--- config.mk ---
export PLATFORM = sky130hd
export DESIGN_NAME = simap_channel
export DESIGN_NICKNAME = d
export VERILOG_FILES = /design/src/include/simap_pkg.sv /design/src/include/simap_buf_if.sv /design/src/simap_buffer.sv /design/src/simap_channel.sv
export SDC_FILE = /design/constraint.sdc
export NUM_CORES = 1
export LEC_CHECK = 0
export ABC_AREA = 1
export BUFFER_PORTS_ARGS = -buffer_cell sky130_fd_sc_hd__buf_2
export CAP_MARGIN = 20
export CORE_MARGIN = 2
export CORE_UTILIZATION = 50
export CTS_CLUSTER_SIZE = 10
export DETAILED_ROUTE_END_ITERATION = 16
export HOLD_SLACK_MARGIN = 0.1
export PLACE_DENSITY = 0.81
export SLEW_MARGIN = 10
export SYNTH_ARGS = -nofsm -noshare
export SYNTH_HDL_FRONTEND = slang
export SYNTH_SLANG_ARGS = --single-unit
--- constraint.sdc ---
create_clock -name clk -period 5.5 [get_ports clk]
set_input_delay 1.1 -clock clk [delete_from_list [all_inputs] [get_ports clk]]
set_output_delay 1.1 -clock clk [all_outputs]
set_load 0.02 [all_outputs]
--- src/include/simap_pkg.sv ---
// Constants and types for the two-wire address-frame channel.
// Assumes a 125 MHz system clock and a 32-bit Avalon-MM register port.
package simap_pkg;
    localparam int CLK_HZ      = 125_000_000;
    localparam int STD_RATE_HZ = 100_000;
    localparam int HALF_CYCLES = CLK_HZ / (2 * STD_RATE_HZ);

    // Register byte offsets
    localparam logic [4:0] OFF_LEVELS  = 5'h00;
    localparam logic [4:0] OFF_ENABLES = 5'h04;
    localparam logic [4:0] OFF_DATA    = 5'h08;
    localparam logic [4:0] OFF_CTRL    = 5'h0C;
    localparam logic [4:0] OFF_DIV     = 5'h10;
    localparam logic [4:0] OFF_STATUS  = 5'h14;

    // Field positions
    localparam int BIT_DATA_OUT  = 2;
    localparam int BIT_CLOCK_OUT = 10;
    localparam int BIT_OUT_EN    = 2;
    localparam int CTRL_UNIT_EN  = 0;
    localparam int CTRL_CH_START = 1;
    localparam int CTRL_IRQ_MODE = 2;
    localparam int ST_BUSY       = 0;
    localparam int ST_ACK_ERR    = 1;
    localparam int ST_BUF_FULL   = 2;

    // Reset values
    localparam logic [15:0] RST_LEVELS  = 16'h0F0F;
    localparam logic [15:0] RST_ENABLES = 16'h0000;
    localparam logic [15:0] RST_DIV     = 16'(HALF_CYCLES);
    localparam logic [2:0]  RST_CTRL    = 3'h0;

    // Timing and framing
    localparam logic [15:0] MIN_HALF   = 16'h0002;
    localparam logic [3:0]  ACK_INDEX  = 4'h8;
    localparam int          FRAME_BITS = 8;

    typedef enum {ST_IDLE, ST_LOW, ST_HIGH} simap_state_t;
endpackage

--- src/include/simap_buf_if.sv ---
// Handshake bundle between the register front end and the frame buffer.
// Assumes both ends share one clock.
`timescale 1ns/1ns
interface simap_buf_if #(parameter int WIDTH = 8);
    logic [WIDTH-1:0] in_data;
    logic             in_valid;
    logic             in_ready;
    logic [WIDTH-1:0] out_data;
    logic             out_valid;
    logic             out_ready;
    modport store (input in_data, input in_valid, output in_ready,
                   output out_data, output out_valid, input out_ready);
    modport user  (output in_data, output in_valid, input in_ready,
                   input out_data, input out_valid, output out_ready);
endinterface

--- src/simap_buffer.sv ---
// Small valid/ready buffer holding address bytes waiting for the shifter.
// Assumes asynchronous active-low reset already released in the clk domain.
`timescale 1ns/1ns
module simap_buffer #(
    parameter int WIDTH = 8,
    parameter int DEPTH = 2
) (
    input  wire logic    clk,
    input  wire logic    rst_n,
    simap_buf_if.store   port
);
    localparam int PW = (DEPTH > 1) ? $clog2(DEPTH) : 1;

    logic [WIDTH-1:0] mem [DEPTH];
    logic [PW-1:0]    wr_ptr;
    logic [PW-1:0]    rd_ptr;
    logic [PW:0]      count;
    logic [PW-1:0]    next_wr_ptr;
    logic [PW-1:0]    next_rd_ptr;
    logic [PW:0]      next_count;
    logic             push;
    logic             pop;

    function automatic logic [PW-1:0] bump(input logic [PW-1:0] p);
        bump = (p == PW'(DEPTH - 1)) ? '0 : PW'(p + 1'b1);
    endfunction

    assign port.in_ready  = (count != (PW+1)'(DEPTH));
    assign port.out_valid = (count != '0);
    assign port.out_data  = mem[rd_ptr];
    assign push = port.in_valid & port.in_ready;
    assign pop  = port.out_valid & port.out_ready;

    always_comb begin
        next_wr_ptr = push ? bump(wr_ptr) : wr_ptr;
        next_rd_ptr = pop ? bump(rd_ptr) : rd_ptr;
        next_count  = count;
        if (push && !pop) begin
            next_count = (PW+1)'(count + 1'b1);
        end else if (pop && !push) begin
            next_count = (PW+1)'(count - 1'b1);
        end
    end

    always_ff @(posedge clk) begin
        if (push) begin
            mem[wr_ptr] <= port.in_data;
        end
    end

    always_ff @(posedge clk or negedge rst_n) begin
        if (!rst_n) begin
            wr_ptr <= '0;
            rd_ptr <= '0;
            count  <= '0;
        end else begin
            wr_ptr <= next_wr_ptr;
            rd_ptr <= next_rd_ptr;
            count  <= next_count;
        end
    end
endmodule

--- src/simap_channel.sv ---
// Two-wire master channel sending the address frame, with Avalon-MM registers.
// Assumes open-drain pads outside; pins pulled high when no one drives them.
//
// Notes on behaviour
// - Address frame always goes first in transactions
// - After start, send address plus direction
// - Eight bits, MSB first, bit zero direction
// - Only transfer-end interrupt; buffer-empty mode forbidden
// - Missing acknowledge reported on ack error flag
// - Data non-inverted, data line idles high
// - Ninth clock samples slave acknowledge, no parity
// - Sole master: no arbitration, no stretch detection
// - Ack error means data high during ack
`timescale 1ns/1ns
module simap_channel (
    input  wire logic        clk,
    input  wire logic        arst_n,
    input  wire logic [4:0]  avs_address,
    input  wire logic        avs_read,
    input  wire logic        avs_write,
    input  wire logic [31:0] avs_writedata,
    input  wire logic [3:0]  avs_byteenable,
    output logic      [31:0] avs_readdata,
    output logic             avs_waitrequest,
    output logic             two_wire_clock_pin_o,
    output logic             two_wire_clock_pin_oe,
    input  wire logic        two_wire_data_pin_i,
    output logic             two_wire_data_pin_o,
    output logic             two_wire_data_pin_oe,
    output logic             two_wire_done_irq
);
    logic rst_meta;
    logic rst_n;

    always_ff @(posedge clk or negedge arst_n) begin
        if (!arst_n) begin
            rst_meta <= 1'b0;
            rst_n    <= 1'b0;
        end else begin
            rst_meta <= 1'b1;
            rst_n    <= rst_meta;
        end
    end

    // Data pin input: three stages, level accepted when the last two agree
    logic sda_m;
    logic sda_s2;
    logic sda_s3;
    logic sda_level;

    always_ff @(posedge clk or negedge rst_n) begin
        if (!rst_n) begin
            sda_m     <= 1'b1;
            sda_s2    <= 1'b1;
            sda_s3    <= 1'b1;
            sda_level <= 1'b1;
        end else begin
            sda_m  <= two_wire_data_pin_i;
            sda_s2 <= sda_m;
            sda_s3 <= sda_s2;
            if (sda_s2 == sda_s3) begin
                sda_level <= sda_s3;
            end
        end
    end

    simap_buf_if #(.WIDTH(8)) bq ();

    simap_buffer #(.WIDTH(8), .DEPTH(2)) u_buffer (
        .clk   (clk),
        .rst_n (rst_n),
        .port  (bq)
    );

    function automatic logic [15:0] merge16(input logic [15:0] old, input logic [31:0] wd,
                                            input logic [3:0] be);
        merge16 = {be[1] ? wd[15:8] : old[15:8], be[0] ? wd[7:0] : old[7:0]};
    endfunction

    // Register and shifter state
    logic [15:0]         serial_output_levels;
    logic [15:0]         serial_output_enables;
    logic [2:0]          channel_mode_reg;
    logic [15:0]         channel_clock_div;
    logic                ack_error_flag;
    logic [7:0]          shift_byte_buffer;
    logic [7:0]          rx_byte;
    logic [3:0]          bit_idx;
    logic [15:0]         phase_cnt;
    simap_pkg::simap_state_t state;
    logic                rd_ack;
    logic [31:0]         next_readdata;
    logic                next_irq;

    logic [15:0]         next_levels;
    logic [15:0]         next_enables;
    logic [2:0]          next_mode;
    logic [15:0]         next_div;
    logic                next_ack_error;
    logic [7:0]          next_shift;
    logic [7:0]          next_rx;
    logic [3:0]          next_bit_idx;
    logic [15:0]         next_phase_cnt;
    simap_pkg::simap_state_t next_state;
    logic                next_rd_ack;

    logic                data_hit;
    logic                wr_go;
    logic                rd_first;
    logic                transfer_status_flag;
    logic [15:0]         half_len;
    logic                phase_end;
    logic                can_start;
    logic                shift_sda;
    logic                shift_scl;
    logic                pin_sda;
    logic                pin_scl;
    // Data level one cycle behind the pin logic
    logic                sda_hold;

    assign data_hit  = (avs_address == simap_pkg::OFF_DATA);
    // Reads answer in their second cycle since readdata is registered;
    // a data write waits while both buffer slots are taken
    assign avs_waitrequest = (avs_read & ~rd_ack) | (avs_write & data_hit & ~bq.in_ready);
    assign wr_go     = avs_write & ~avs_waitrequest;
    assign rd_first  = avs_read & ~rd_ack;
    assign bq.in_valid = avs_write & data_hit;
    assign bq.in_data  = avs_writedata[7:0];

    assign transfer_status_flag = (state != simap_pkg::ST_IDLE);
    assign half_len  = (channel_clock_div < simap_pkg::MIN_HALF) ? simap_pkg::MIN_HALF : channel_clock_div;
    assign phase_end = (phase_cnt == 16'(half_len - 16'h0001));
    // A frame starts only once software has set the unit enable and channel start bits and enabled the output
    assign can_start = channel_mode_reg[simap_pkg::CTRL_UNIT_EN] & channel_mode_reg[simap_pkg::CTRL_CH_START]
                     & serial_output_enables[simap_pkg::BIT_OUT_EN];
    assign bq.out_ready = (state == simap_pkg::ST_IDLE) & can_start;

    // Shifter: clock low while data changes, high while it is stable
    always_comb begin
        shift_scl = (state == simap_pkg::ST_HIGH);
        shift_sda = (bit_idx == simap_pkg::ACK_INDEX) ? 1'b1 : shift_byte_buffer[7];
    end

    // While idle the pins follow the software output bits
    always_comb begin
        if (transfer_status_flag) begin
            pin_scl = shift_scl;
            pin_sda = shift_sda;
        end else begin
            pin_scl = serial_output_levels[simap_pkg::BIT_CLOCK_OUT];
            pin_sda = serial_output_levels[simap_pkg::BIT_DATA_OUT];
        end
    end

    always_comb begin
        next_levels    = serial_output_levels;
        next_enables   = serial_output_enables;
        next_mode      = channel_mode_reg;
        next_div       = channel_clock_div;
        next_ack_error = ack_error_flag;
        next_shift     = shift_byte_buffer;
        next_rx        = rx_byte;
        next_bit_idx   = bit_idx;
        next_phase_cnt = phase_cnt;
        next_state     = state;
        next_irq       = 1'b0;
        next_rd_ack    = rd_first;
        next_readdata  = avs_readdata;

        if (wr_go) begin
            case (avs_address)
                simap_pkg::OFF_LEVELS: begin
                    next_levels = merge16(serial_output_levels, avs_writedata, avs_byteenable);
                end
                simap_pkg::OFF_ENABLES: begin
                    next_enables = merge16(serial_output_enables, avs_writedata, avs_byteenable);
                end
                simap_pkg::OFF_CTRL: begin
                    if (avs_byteenable[0]) begin
                        next_mode = avs_writedata[2:0];
                        next_mode[simap_pkg::CTRL_IRQ_MODE] = 1'b0;
                    end
                end
                simap_pkg::OFF_DIV: begin
                    next_div = merge16(channel_clock_div, avs_writedata, avs_byteenable);
                end
                simap_pkg::OFF_STATUS: begin
                    if (avs_byteenable[0] && avs_writedata[simap_pkg::ST_ACK_ERR]) begin
                        next_ack_error = 1'b0;
                    end
                end
                default: begin
                end
            endcase
        end

        // No clock-stretch or arbitration check: the clock pin is never read back
        case (state)
            simap_pkg::ST_IDLE: begin
                if (bq.out_valid && can_start) begin
                    next_shift     = bq.out_data;
                    next_bit_idx   = 4'h0;
                    next_phase_cnt = 16'h0000;
                    next_state     = simap_pkg::ST_LOW;
                end
            end
            simap_pkg::ST_LOW: begin
                next_phase_cnt = 16'(phase_cnt + 16'h0001);
                if (phase_end) begin
                    next_phase_cnt = 16'h0000;
                    next_state     = simap_pkg::ST_HIGH;
                end
            end
            simap_pkg::ST_HIGH: begin
                next_phase_cnt = 16'(phase_cnt + 16'h0001);
                if (phase_end) begin
                    next_phase_cnt = 16'h0000;
                    if (bit_idx == simap_pkg::ACK_INDEX) begin
                        if (sda_level) begin
                            next_ack_error = 1'b1;
                        end
                        next_irq   = 1'b1;
                        next_state = simap_pkg::ST_IDLE;
                        // Park the clock low and data released so disabling output is glitch-free
                        next_levels[simap_pkg::BIT_CLOCK_OUT] = 1'b0;
                        next_levels[simap_pkg::BIT_DATA_OUT]  = 1'b1;
                    end else begin
                        next_rx      = {rx_byte[6:0], sda_level};
                        next_shift   = {shift_byte_buffer[6:0], 1'b0};
                        next_bit_idx = 4'(bit_idx + 4'h1);
                        next_state   = simap_pkg::ST_LOW;
                    end
                end
            end
            default: begin
                next_state = simap_pkg::ST_IDLE;
            end
        endcase

        if (rd_first) begin
            case (avs_address)
                simap_pkg::OFF_LEVELS:  next_readdata = {16'h0000, serial_output_levels};
                simap_pkg::OFF_ENABLES: next_readdata = {16'h0000, serial_output_enables};
                simap_pkg::OFF_DATA:    next_readdata = {24'h000000, rx_byte};
                simap_pkg::OFF_CTRL:    next_readdata = {29'h00000000, channel_mode_reg};
                simap_pkg::OFF_DIV:     next_readdata = {16'h0000, channel_clock_div};
                simap_pkg::OFF_STATUS:  next_readdata = {29'h00000000, ~bq.in_ready,
                                                         ack_error_flag, transfer_status_flag};
                default:                next_readdata = 32'h00000000;
            endcase
        end
    end

    always_ff @(posedge clk or negedge rst_n) begin
        if (!rst_n) begin
            serial_output_levels  <= simap_pkg::RST_LEVELS;
            serial_output_enables <= simap_pkg::RST_ENABLES;
            channel_mode_reg      <= simap_pkg::RST_CTRL;
            channel_clock_div     <= simap_pkg::RST_DIV;
            ack_error_flag        <= 1'b0;
            shift_byte_buffer     <= 8'h00;
            rx_byte               <= 8'h00;
            bit_idx               <= 4'h0;
            phase_cnt             <= 16'h0000;
            state                 <= simap_pkg::ST_IDLE;
            rd_ack                <= 1'b0;
            avs_readdata          <= 32'h00000000;
            two_wire_done_irq     <= 1'b0;
            two_wire_clock_pin_oe <= 1'b0;
            two_wire_data_pin_oe  <= 1'b0;
            sda_hold              <= 1'b1;
        end else begin
            serial_output_levels  <= next_levels;
            serial_output_enables <= next_enables;
            channel_mode_reg      <= next_mode;
            channel_clock_div     <= next_div;
            ack_error_flag        <= next_ack_error;
            shift_byte_buffer     <= next_shift;
            rx_byte               <= next_rx;
            bit_idx               <= next_bit_idx;
            phase_cnt             <= next_phase_cnt;
            state                 <= next_state;
            rd_ack                <= next_rd_ack;
            avs_readdata          <= next_readdata;
            two_wire_done_irq     <= next_irq;
            // Open drain: enable pulls the wire low
            two_wire_clock_pin_oe <= ~pin_scl;
            // Data trails the clock by one cycle, so it never moves while
            // the clock is still falling; the half period must stay at two or more
            sda_hold              <= pin_sda;
            two_wire_data_pin_oe  <= ~sda_hold;
        end
    end

    assign two_wire_clock_pin_o = 1'b0;
    assign two_wire_data_pin_o  = 1'b0;
endmodule

Yosys cells after proc, flatten, opt, wreduce, memory -nomap -nowiden

Memory sizes are Yosys's and may differ from the RTL's.
Cells that the tools add are included.

Equality and inequality tests: 16
Reductions and logical operators: 26
Add/sub/neg operators: 7
Multiplexer cells: 47
Magnitude comparators: 1
Bitwise gates (word level): 16

Operators by type and width:

| operator                                                               | number |
|---|---|
| 32-bit 2-to-1 mux                                                      | 3 |
| 16-bit one-hot mux with 6 select lines                                 | 1 |
| 32-bit one-hot mux with 3 select lines                                 | 1 |
| 32-bit zero test                                                       | 2 |
| 16-bit 2-to-1 mux                                                      | 3 |
| 32-bit by 1-bit == test with 1-bit output (second input constant)      | 1 |
| 32-bit by 2-bit == test with 1-bit output (second input constant)      | 1 |
| 32-bit by 3-bit == test with 1-bit output (second input constant)      | 1 |
| 8-bit 2-to-1 mux                                                       | 4 |
| 16-bit one-hot mux with 2 select lines                                 | 1 |
| 32-bit nonzero test                                                    | 1 |
| 3-bit AND reduction                                                    | 9 |
| 1-bit 2-to-1 mux                                                       | 24 |
| 11-bit 2-to-1 mux                                                      | 2 |
| 16-bit by 1-bit adder with 16-bit output (second input constant)       | 1 |
| 16-bit == test                                                         | 1 |
| 16-bit by 2-bit < comparator with 1-bit output (second input constant) | 1 |
| 8-bit one-hot mux with 2 select lines                                  | 1 |
| 16-bit by 1-bit subtractor with 16-bit output (second input constant)  | 1 |
| 4-bit 2-to-1 mux                                                       | 3 |
| 5-bit by 4-bit == test with 1-bit output (second input constant)       | 2 |
| 5-bit == test (second input constant)                                  | 2 |
| 2-bit != test (second input constant)                                  | 5 |
| 1-bit AND                                                              | 9 |
| other kinds (19)                                                       | 33 |

Output and inout port bits: 38
Logic and storage cells: 143
Bits in registers: 166
Bits in writable memories: 16
Memories kept: 1

Memories:

| name         | words | bits a word | rd ports | clocked after Yosys merged registers in | wr ports | line               | text |
|---|---|---|---|---|---|---|---|
| u_buffer.mem | 2     | 8           | 1        | 0                                       | 1        | simap_buffer.sv:14 | `logic [WIDTH-1:0] mem [DEPTH];` |

Depth between registers and ports, before layout

Gate-level depths: netlist of the first run.

Word-level depth: 11
Mapped depth: 21
Mapped depth without buffers: 19

Cells and area by module

Synthesis of the first run repeated with hierarchy kept, for this count alone.

Cell total of the unflattened synthesis: 819
Area, all modules: 6847.8 um2

Modules (own cells, without submodules):

| module        | cells an instance | area each (um2) | seq. area each (um2) | times used |
|---|---|---|---|---|
| simap_channel | 749               | 6020.8          | 2925.3               | 1 |
| simap_buffer  | 70                | 827.0           | 580.6                | 1 |

Worst setup path before layout of the first run

No wires, ideal clock.

Path type: input -> output
Start point: input port avs_read
End point: output port avs_waitrequest
Path slack: 2502 ps
Arrival: 1898 ps
Stages: 4
Path through: inv_1 -> nor2_1 -> clkinv_1 -> nand2_1

Longest elaborated chain between the ends: 2

RTL lines:

| item               | line                 | text |
|---|---|---|
| start: declaration | simap_channel.sv:19  | `input wire logic avs_read,` |
| 1-bit AND          | simap_channel.sv:124 | `assign avs_waitrequest = (avs_read & ~rd_ack) \| (avs_write & data_hit & ~bq.in_ready);` |
| 1-bit OR           | simap_channel.sv:124 |  |
| end: declaration   | simap_channel.sv:24  | `output logic avs_waitrequest,` |

Every way passes these cells.

Final worst setup path of the first run

Start point: register channel_clock_div[8]
End point: register shift_byte_buffer[0]

Longest elaborated chain between the ends: 6

RTL lines:

| item                                            | line                 | text |
|---|---|---|
| start: declaration                              | simap_channel.sv:84  | `logic [15:0] channel_clock_div;` |
| start signal: assignment                        | simap_channel.sv:259 | `channel_clock_div <= simap_pkg::RST_DIV;` |
| start signal: assignment                        | simap_channel.sv:276 | `channel_clock_div <= next_div;` |
| 16-bit by 2-bit < comparator with 1-bit output  | simap_channel.sv:131 | `assign half_len = (channel_clock_div < simap_pkg::MIN_HALF) ? simap_pkg::MIN_HALF : channel_clock_div;` |
| 16-bit 2-to-1 mux *                             | simap_channel.sv:131 |  |
| 16-bit by 1-bit subtractor with 16-bit output * | simap_channel.sv:132 | `assign phase_end = (phase_cnt == 16'(half_len - 16'h0001));` |
| 16-bit == test *                                | simap_channel.sv:132 |  |
| 2-bit != test (no source line) *                | --                   |  |
| 4-bit AND reduction (no source line) *          | --                   |  |
| end signal: assignment                          | simap_channel.sv:278 | `shift_byte_buffer <= next_shift;` |
| end: declaration                                | simap_channel.sv:86  | `logic [7:0] shift_byte_buffer;` |

Mark *: on every way between the ends. The rest lies on a longest branch, timed or not.
A chain may end at the register's enable or synchronous reset.

==> results of run 1 <==
==> metrics by stage <==
stage,hold WS [ns],cell area (sq um),cells
6_report,0.355,7970,1112
5_1_grt,0.361,7970,1112
4_1_cts,0.358,7970,1112
3_5_place_dp,0.339,7400,1080
3_3_place_gp,0.336,7400,1080
2_1_floorplan,0.331,7130,890
==> layer usage <==
metal | GRT usage [%] | up-vias | part of all wire, % | wire (um)
met1 | 31.3 | 2687 | 45 | 7070
li1 | - | 2864 | - | -
met4 | 11.4 | 0 | 3.3 | 528
met5 | 0 | - | 0 | 0
met2 | 35.3 | 207 | 46 | 7300
met3 | 4.29 | 45 | 5.9 | 942
==> layout by cell type, fill, tap and decap left out, types with 11 or more instances in the layout <==
master     count
nand2_1      288
dfrtp_1      101
inv_1         78
nor2_1        70
o21ai_0       64
buf_2         47
nand3_1       42
xor2_1        20
conb_1        19
dfstp_2       18
nand4_1       17
clkbuf_16     17
edfxtp_1      16
xnor2_1       13
a21oi_1       12
o21ai_1       11
==> Yosys cell counts (7+ instances only) <==
library cell  number  area (sq um)
xnor2_1           13           114
nor2_1            70           263
o21ai_1           11          55.1
dfrtp_1          102          2550
o21ai_0           64           320
a31oi_1            7          43.8
clkbuf_1          20          75.1
nand2_1          288          1080
nand4_1           17           106
ha_1              10           125
nor3_1             8          40.0
dfstp_2           18           473
buf_4             18           135
nand3_1           42           210
xor2_1            20           175
edfxtp_1          16           480
inv_1             78           293
a21oi_1           12          60.1
nor2_2            10          62.6
==> power by group through the flow <==
stage | logic (mW) | clock network (mW) | registers [mW]
after global routing | 0.956 | 1.14 | 1.29
after global placement | 0.795 | 0 | 1.28
after detailed placement | 0.818 | 0 | 1.28
after CTS | 0.833 | 1.09 | 1.27
after floorplan | 0.659 | 0 | 1.26
final | 0.840 | 1.08 | 1.27
==> area by class of cell <==
class / count / area [sq um]
multi-input combinational: 630 / 3080
clock buffer: 19 / 443
fill: 1177 / 5860
clock inverter: 13 / 123
timing repair buffer: 53 / 280
inverter: 81 / 304
tap: 180 / 225
sequential: 136 / 3510
==> kinds of logic after synthesis <==
group	share of synthesized area [%]
buffers and inverters	7.72
AND/OR/NAND/NOR	28.4
other	0.106
AO/OA/AOI/OAI	8.23
flip-flops	49.6
adder cells (fa/ha/maj)	1.91
XOR/XNOR	4.09
==> worst max path at each step <==
stage	to	from	slack, ns
floorplan	ack_error_flag$_DFF_PN0_	rst_n$_DFF_PN0_	1.94
global placement	shift_byte_buffer[0]$_DFFE_PN0P_	channel_clock_div[13]$_DFFE_PN0P_	2.24
detailed placement	shift_byte_buffer[0]$_DFFE_PN0P_	channel_clock_div[13]$_DFFE_PN0P_	2.20
CTS	shift_byte_buffer[0]$_DFFE_PN0P_	channel_clock_div[8]$_DFFE_PN0P_	2.13
global route	shift_byte_buffer[0]$_DFFE_PN0P_	channel_clock_div[8]$_DFFE_PN0P_	1.85
finish	shift_byte_buffer[0]$_DFFE_PN0P_	channel_clock_div[8]$_DFFE_PN0P_	2.13
==> flow_summary.json, run 1 <==
{
  "status": "complete, no violations",
  "tightest_slew_ns": 1.02,
  "crit_arrival_ns": 3.68,
  "die_y_um": 123,
  "p_total_mw": 3.19,
  "die_area_sq_um": 15100,
  "worstReg2RegStart": "channel_clock_div[8]$_DFFE_PN0P_",
  "ys_seq_area_share_pct": 49.6,
  "worst-path-buf-inv": 0,
  "htree_num_levels": 4,
  "dr_total_vias": 5803,
  "cp-end-kind": "flop",
  "grt_setup_unrepaired": "no",
  "cts_sinks": 136,
  "fin_ws_ns": 2.13,
  "root_buffer": "clkbuf_16",
  "p_seq_share_pct": 39.8,
  "synth_cells": 873,
  "grt_max_degree": 70,
  "antenna_found_initial": 0,
  "portBuffers": 47,
  "cts_resized": 0,
  "hpwl_mm": 11.1,
  "cellLeakagePower_nw": 3.87,
  "vdd_drop_max_mv": 0.238,
  "ios": 84,
  "ant_nets": 0,
  "powerDensity_nw_per_um2": 400,
  "drt_iter0_drc": 389,
  "cp_top_family": "simple AND/OR/NAND/NOR gates",
  "dr.pass1.iters": 7,
  "synth_cell_types": 43,
  "cts_tree": "built",
  "clk_pin_slew_ns": 0.06,
  "path_max_fanout": 12,
  "r2r_slack_ns": 2.13,
  "reg2reg_depth": 18,
  "hp-start": "rst_meta$_DFF_PN0_",
  "max_stage_delay_ns": 0.47,
  "drive_above_1_share_pct": 14.6,
  "worst_r2r_endpoint": "shift_byte_buffer[0]$_DFFE_PN0P_",
  "hp-class": "flop to flop",
  "clock.fmax_ghz": 0.296,
  "skew_ns": 0.0113,
  "start_util_pct": 51.1,
  "final_util_pct": 57.6,
  "min_to": "rst_n$_DFF_PN0_",
  "hold_viol_final": 0,
  "post_cts_buffers": 0,
  "synth_area_per_cell_sq_um": 8.10,
  "cts_made_buffers": 17,
  "netlist_area_sq_um": 7070,
  "setup_viol": 0,
  "cpMaxStageDelayCell": "dfrtp_1",
  "cp.required_ns": 5.81,
  "yosysWarningCount": 0,
  "async_reset_ff_share_pct": 88.2,
  "crit_cells": 18,
  "power_frac_comb_pct": 26.4,
  "n_antenna_cell": 0,
  "yosys_most_used_dff": "dfrtp_1",
  "die_w_um": 123,
  "slew_headroom_pct": 32.0,
  "dp_slack_ns": 2.20,
  "grt_pass1_vias": 5493,
  "critical_path_class": "flop to flop",
  "switchingPower_mw": 1.12,
  "wl_mm": 15.8,
  "overflow": 0,
  "maxCapViolations": 0,
  "gp_congestion": 0.881,
  "hold_depth": 0,
  "grt_pass1_wl_mm": 26.8,
  "finalMaxSlewViolations": 0,
  "ctsHoldBuffers": 0,
  "avgViaCountPerCell": 5.22,
  "wl_per_cell_um": 14.2,
  "fin_crit_sh_pct": 61.3,
  "coreArea_sq_um": 13800,
  "rows": 43,
  "fin_setup_tns_ns": 0,
  "p_clk_share_pct": 33.8,
  "synth_edf_count": 16,
  "area_growth_pct": 12.7,
  "p_int_mw": 2.06,
  "cp-start-kind": "flop",
  "grt_usage_pct": 22.9,
  "yosys_register_bits": 136,
  "switching_share_pct": 35.2,
  "finalNetCount": 975,
  "cts_buffer_depth": 2,
  "route.detailed.drc": 0,
  "worstSkewPairLatency_ns": 0.42,
  "cpMostUsedCell": "nand2_1",
  "crit_path_cell_trace": "nor2_2, nand2_2, nor2_2, nand2_4, nand2_1, ha_1, nand2_2, nor3_4, nand2_1, xor2_1, nor2_1, nand2_1, nor2_1, nand2_1, nand2_2, nand3_2, nand2_1, nand2_1",
  "period_minus_slack_ns": 3.37
}
Power figures use the tool's default switching activity.
==> inputs of run 2 (changes only) <==
- PLACE_DENSITY: 0.81 -> 0.84
- clock period: 5.5 -> 3.1 ns (I/O delays scaled with it)
==> run 2 against run 1 <==
Against the previous run:
- flip-flop and latch count did not move
- global-route usage rose by 0.47 points
- design area rose by 4.1%
- critical path depth fell by 4
- setup slack got worse by 2.0 ns
- critical path type unchanged
- core utilization rose by 2.4 points
- first-iteration DRC count rose by 36%
- hold slack got worse by 0.058 ns
- sequential power rose by 76%
- highest routed layer unchanged
==> flow_summary.json, run 2 (synthesized netlist as in run 1, its figures left out) <==
{
  "status": "complete, no violations",
  "final_area_sq_um": 8300,
  "cts_tree": "built",
  "cp-start-kind": "flop",
  "cp-endpoint": "rx_byte[1]$_DFFE_PN0P_",
  "antenna_found_initial": 0,
  "vdd_drop_max_mv": 0.402,
  "cts_made_buffers": 17,
  "period_minus_slack_ns": 2.97,
  "wl_per_cell_um": 14.9,
  "place_area_sq_um": 7580,
  "slew_headroom_pct": 54.0,
  "cts_buffer_depth": 2,
  "tightest_slew_ns": 0.689,
  "finalMaxSlewViolations": 0,
  "setup_viol": 0,
  "hp-class": "input pin to flop",
  "finalNetCount": 1001,
  "r2r_slack_ns": 0.13,
  "portBuffers": 47,
  "grt_max_degree": 51,
  "cellLeakagePower_nw": 4.06,
  "final_cell_mix": "nand2_1 (287), dfrtp_1 (101), inv_1 (78)",
  "hold_depth": 1,
  "worst_r2r_endpoint": "rx_byte[1]$_DFFE_PN0P_",
  "gp_congestion": 0.918,
  "worstSkewPairLatency_ns": 0.42,
  "cp-end-kind": "flop",
  "avgViaCountPerCell": 5.34,
  "maxCapViolations": 0,
  "skew_ns": 0.0114,
  "area_growth_pct": 17.3,
  "startpoint": "channel_clock_div[4]$_DFFE_PN1P_",
  "ant_nets": 0,
  "crit_arrival_ns": 3.28,
  "critical_path_class": "flop to flop",
  "dr_total_vias": 6082,
  "coreArea_sq_um": 13800,
  "rows": 43,
  "worstReg2RegStart": "channel_clock_div[4]$_DFFE_PN1P_",
  "fin_ws_ns": 0.128,
  "wl_mm": 17.0,
  "clock.fmax_ghz": 0.336,
  "grt_pass1_wl_mm": 27.5,
  "cp.required_ns": 3.41,
  "htree_num_levels": 4,
  "start_util_pct": 51.1,
  "clk_pin_slew_ns": 0.06,
  "route.detailed.drc": 0,
  "hpwl_mm": 11.6,
  "grt_pass1_vias": 5679,
  "hold_viol_final": 0,
  "root_buffer": "clkbuf_16",
  "powerDensity_nw_per_um2": 727,
  "drt_iter0_drc": 530,
  "path_max_fanout": 8,
  "ios": 84,
  "dp_slack_ns": 0.0981,
  "layout_commonest_cell": "nand2_1",
  "grt_usage_pct": 23.4,
  "dr.pass1.iters": 9,
  "reg2reg_depth": 14,
  "overflow": 0,
  "die_y_um": 123,
  "die_area_sq_um": 15100,
  "die_w_um": 123,
  "n_fill_cell": 1068,
  "cts_sinks": 136,
  "n_antenna_cell": 0,
  "fin_crit_sh_pct": 95.9,
  "drive_above_1_share_pct": 17.3
}
run 2: cell count changes in the layout (fill, tap and decap cells not counted), sizes merged:
cell,previous run,this run
buf,53,78
bufinv,1,3
clkbuf,19,20
clkinv,7,5
clkinvlp,4,1
dlygate4sd3,0,1
inv,82,84
run 2: worst min path at each step:
stage	startpoint	end	slack (ns)
6_report	two_wire_data_pin_i	sda_m$_DFF_PN1_	0.30
5_1_grt	two_wire_data_pin_i	sda_m$_DFF_PN1_	0.28
4_1_cts	two_wire_data_pin_i	sda_m$_DFF_PN1_	0.29
3_5_place_dp	rst_meta$_DFF_PN0_	rst_n$_DFF_PN0_	0.34
3_3_place_gp	rst_meta$_DFF_PN0_	rst_n$_DFF_PN0_	0.34
2_1_floorplan	arst_n	rst_meta$_DFF_PN0_	0.32
run 2: metal layers:
layer	share of wire, %	GRT usage, %	vias up	routed length (um)
met2	48	37.0	262	8100
met1	42	31.4	2850	7150
li1	-	-	2921	-
met5	0	0	-	0
met3	6.7	4.57	49	1140
met4	3.6	10.6	0	607
run 2: cell type report:
class	count	area [sq um]	share of cell area [%]
Clock buffer	20	467	5.63
Clock inverter	12	161	1.95
Inverter	81	304	3.67
Multi-Input combinational cell	630	3110	37.5
Sequential cell	136	3510	42.3
Tap cell	180	225	2.71
Timing Repair Buffer	79	515	6.21
run 2: repair_timing:
item / 4_1_cts / 5_1_grt
setup endpoints to repair: 0 / 25
setup buffers: 0 / 6
gates resized for setup: 0 / 7
hold buffers: 1 / 0
hold endpoints to repair: 2 / 0
run 2: per-stage QoR:
step	cells	total power, mW	util (%)	TNS, ns	hold slack, ns
2_1_floorplan	890	3.41	-	0	0.324
3_3_place_gp	1099	3.76	54.8	0	0.338
3_5_place_dp	1099	3.83	54.8	0	0.338
4_1_cts	1132	5.97	59.5	0	0.292
5_1_grt	1138	6.34	60.0	-0.0561	0.283
6_report	1138	6.03	60.0	0	0.297
run 2: worst max-delay path: stages, from the launching register on:
cell and delay (ns):
dfstp_2 0.60, nor2_2 0.09, nand2_4 0.11, nor2_4 0.05, a21oi_1 0.16, ha_2 0.25
nand2_2 0.12, nor2_2 0.17, xor2_1 0.20, nand4_1 0.13, nor3_1 0.35, nand3_4 0.16
or2_4 0.33, nand2_1 0.07, nand2_1 0.05
run 2: power breakdown:
part / total (mW) / internal (mW) / switching, mW / leakage [nW]
registers: 2.24 / 2.04 / 0.196 / 1.69
clock network: 2.12 / 1.34 / 0.782 / 0.308
logic: 1.67 / 0.588 / 1.08 / 2.07
total: 6.03 / 3.97 / 2.06 / 4.06
==> inputs of run 3 (changes only) <==
- PLACE_DENSITY: 0.84 -> 0.81
- clock period: 3.1 -> 3.6 ns (I/O delays scaled with it)
==> run 3 against run 2 <==
Against the previous run:
- count of clock-buffer cells in the layout rose by 1
- combinational power fell by 23%
- routed wire length fell by 5.6%
- die area did not move
- flip-flop and latch count did not move
- clock skew fell by 0.0038 ns
- first-iteration DRC count fell by 17%
- core utilization fell by 1.5 points
- clock power fell by 9%
- setup slack improved by 0.25 ns
- final cell count fell by 1.9%
- non-clock buffer count fell by 22
- critical path type unchanged
==> flow_summary.json, run 3 (synthesized netlist as in run 1, its figures left out) <==
{
  "maxCapViolations": 0,
  "fin_cells": 1116,
  "avgViaCountPerCell": 5.26,
  "clock.fmax_ghz": 0.310,
  "gp_congestion": 0.863,
  "clk_pin_slew_ns": 0.06,
  "die_w_um": 123,
  "drive_above_1_share_pct": 14.7,
  "rows": 43,
  "grt_pass1_vias": 5516,
  "wl_per_cell_um": 14.4,
  "grt_pass1_wl_mm": 26.7,
  "fin_ws_ns": 0.376,
  "tightest_slew_ns": 0.918,
  "coreArea_sq_um": 13800,
  "cts_tree": "built",
  "vdd_drop_max_mv": 0.421,
  "dp_slack_ns": 0.450,
  "path_max_fanout": 13,
  "period_minus_slack_ns": 3.22,
  "die_area_sq_um": 15100,
  "htree_num_levels": 4,
  "ant_nets": 0,
  "dr_total_vias": 5873,
  "finalMaxSlewViolations": 0,
  "drt_iter0_drc": 442,
  "finalNetCount": 979,
  "status": "complete, no violations",
  "grt_setup_unrepaired": "no",
  "grt_max_degree": 74,
  "route.detailed.drc": 0,
  "cellLeakagePower_nw": 3.95,
  "setup_viol": 0,
  "cts_buffer_depth": 2,
  "die_y_um": 123,
  "start_util_pct": 51.1,
  "wl_mm": 16.0,
  "root_buffer": "clkbuf_16",
  "crit_arrival_ns": 3.50,
  "slew_headroom_pct": 38.8,
  "layout_commonest_cell": "nand2_1",
  "cts_made_buffers": 17,
  "fin_crit_sh_pct": 89.6,
  "worstSkewPairLatency_ns": 0.42,
  "antenna_found_initial": 0,
  "post_cts_buffers": 0,
  "hold_viol_final": 0,
  "powerDensity_nw_per_um2": 637,
  "place_area_sq_um": 7420,
  "cts_sinks": 136,
  "area_growth_pct": 14.4,
  "cts_resized": 0,
  "cp-start-kind": "flop",
  "portBuffers": 47,
  "final_cell_mix": "nand2_1 (288), dfrtp_1 (101), inv_1 (78)",
  "final_area_sq_um": 8090,
  "place_inst": 1083,
  "dr.pass1.iters": 7,
  "skew_ns": 0.00761,
  "hpwl_mm": 11.3,
  "hp-class": "flop to flop",
  "critical_path_class": "flop to flop",
  "cp-end-kind": "flop",
  "overflow": 0,
  "grt_usage_pct": 22.7,
  "ios": 84,
  "n_antenna_cell": 0,
  "fin_setup_tns_ns": 0,
  "cp.required_ns": 3.87
}
[run 3: changes by cell type in the layout (fill, tap and decap cells not counted), moves of 2 or more]
cell / delta
buf_4: -19
buf_12: -3
bufinv_16: +2
clkbuf_1: +2
inv_6: -2
nand3_2: +2
nand3_4: -2
[run 3: through the flow]
| stage | hold WS (ns) | power, mW | utilization [%] |
|---|---|---|---|
| after floorplan | 0.331 | 2.94 | - |
| after global placement | 0.341 | 3.17 | 53.7 |
| after detailed placement | 0.339 | 3.21 | 53.7 |
| after CTS | 0.359 | 5.15 | 58.5 |
| after global routing | 0.366 | 5.42 | 58.5 |
| final | 0.356 | 5.15 | 58.5 |
[run 3: worst paths after layout]
check / from / cells after the start / end / slack, ns
min in group asynchronous: rst_n$_DFF_PN0_ / 0 / u_buffer.count[0]$_DFFE_PN0P_ / 0.48
min reg2reg: rst_meta$_DFF_PN0_ / 0 / rst_n$_DFF_PN0_ / 0.36
max in group asynchronous: rst_n$_DFF_PN0_ / 1 / channel_clock_div[9]$_DFFE_PN1P_ / 2.21
max reg2reg: channel_clock_div[8]$_DFFE_PN0P_ / 14 / phase_cnt[5]$_DFFE_PN0P_ / 0.38
min: rst_meta$_DFF_PN0_ / 0 / rst_n$_DFF_PN0_ / 0.36
max: channel_clock_div[8]$_DFFE_PN0P_ / 14 / phase_cnt[5]$_DFFE_PN0P_ / 0.38
[run 3: final cells by class]
cell class	instances	area, sq um
Tap cell	180	225
Timing Repair Buffer	57	313
Fill cell	1134	5740
Clock inverter	11	193
Multi-Input combinational cell	630	3080
Inverter	81	304
Clock buffer	21	460
Sequential cell	136	3510
[run 3: timing repair]
item	in CTS	in global routing
hold endpoints to repair	2	0
hold buffers	1	0
endpoints found under the setup margin	0	0
[run 3: report_power, final]
part	internal (mW)	total, mW	switching (mW)
registers	1.76	1.94	0.185
logic	0.429	1.29	0.859
clock network	1.27	1.92	0.649
[run 3: critical path: stages (launching register included)]
cell and delay (ns):
dfrtp_1 0.48, nor2_2 0.16, nand2_2 0.10, nor2_2 0.19, nand2_4 0.12, nand2_1 0.11
ha_1 0.24, nand2_2 0.13, nor2_2 0.16, xor2_1 0.26, nand4_1 0.13, nor3_1 0.25
nand3_2 0.18, nand3_1 0.43, o21ai_0 0.14
[run 3: layer usage]
metal	share of wire (%)	wire, um	GRT usage (%)
met3	5.6	898	5.35
met5	0	0	0
met2	48	7760	36.4
met4	2.0	321	7.69
met1	44	7060	30.5
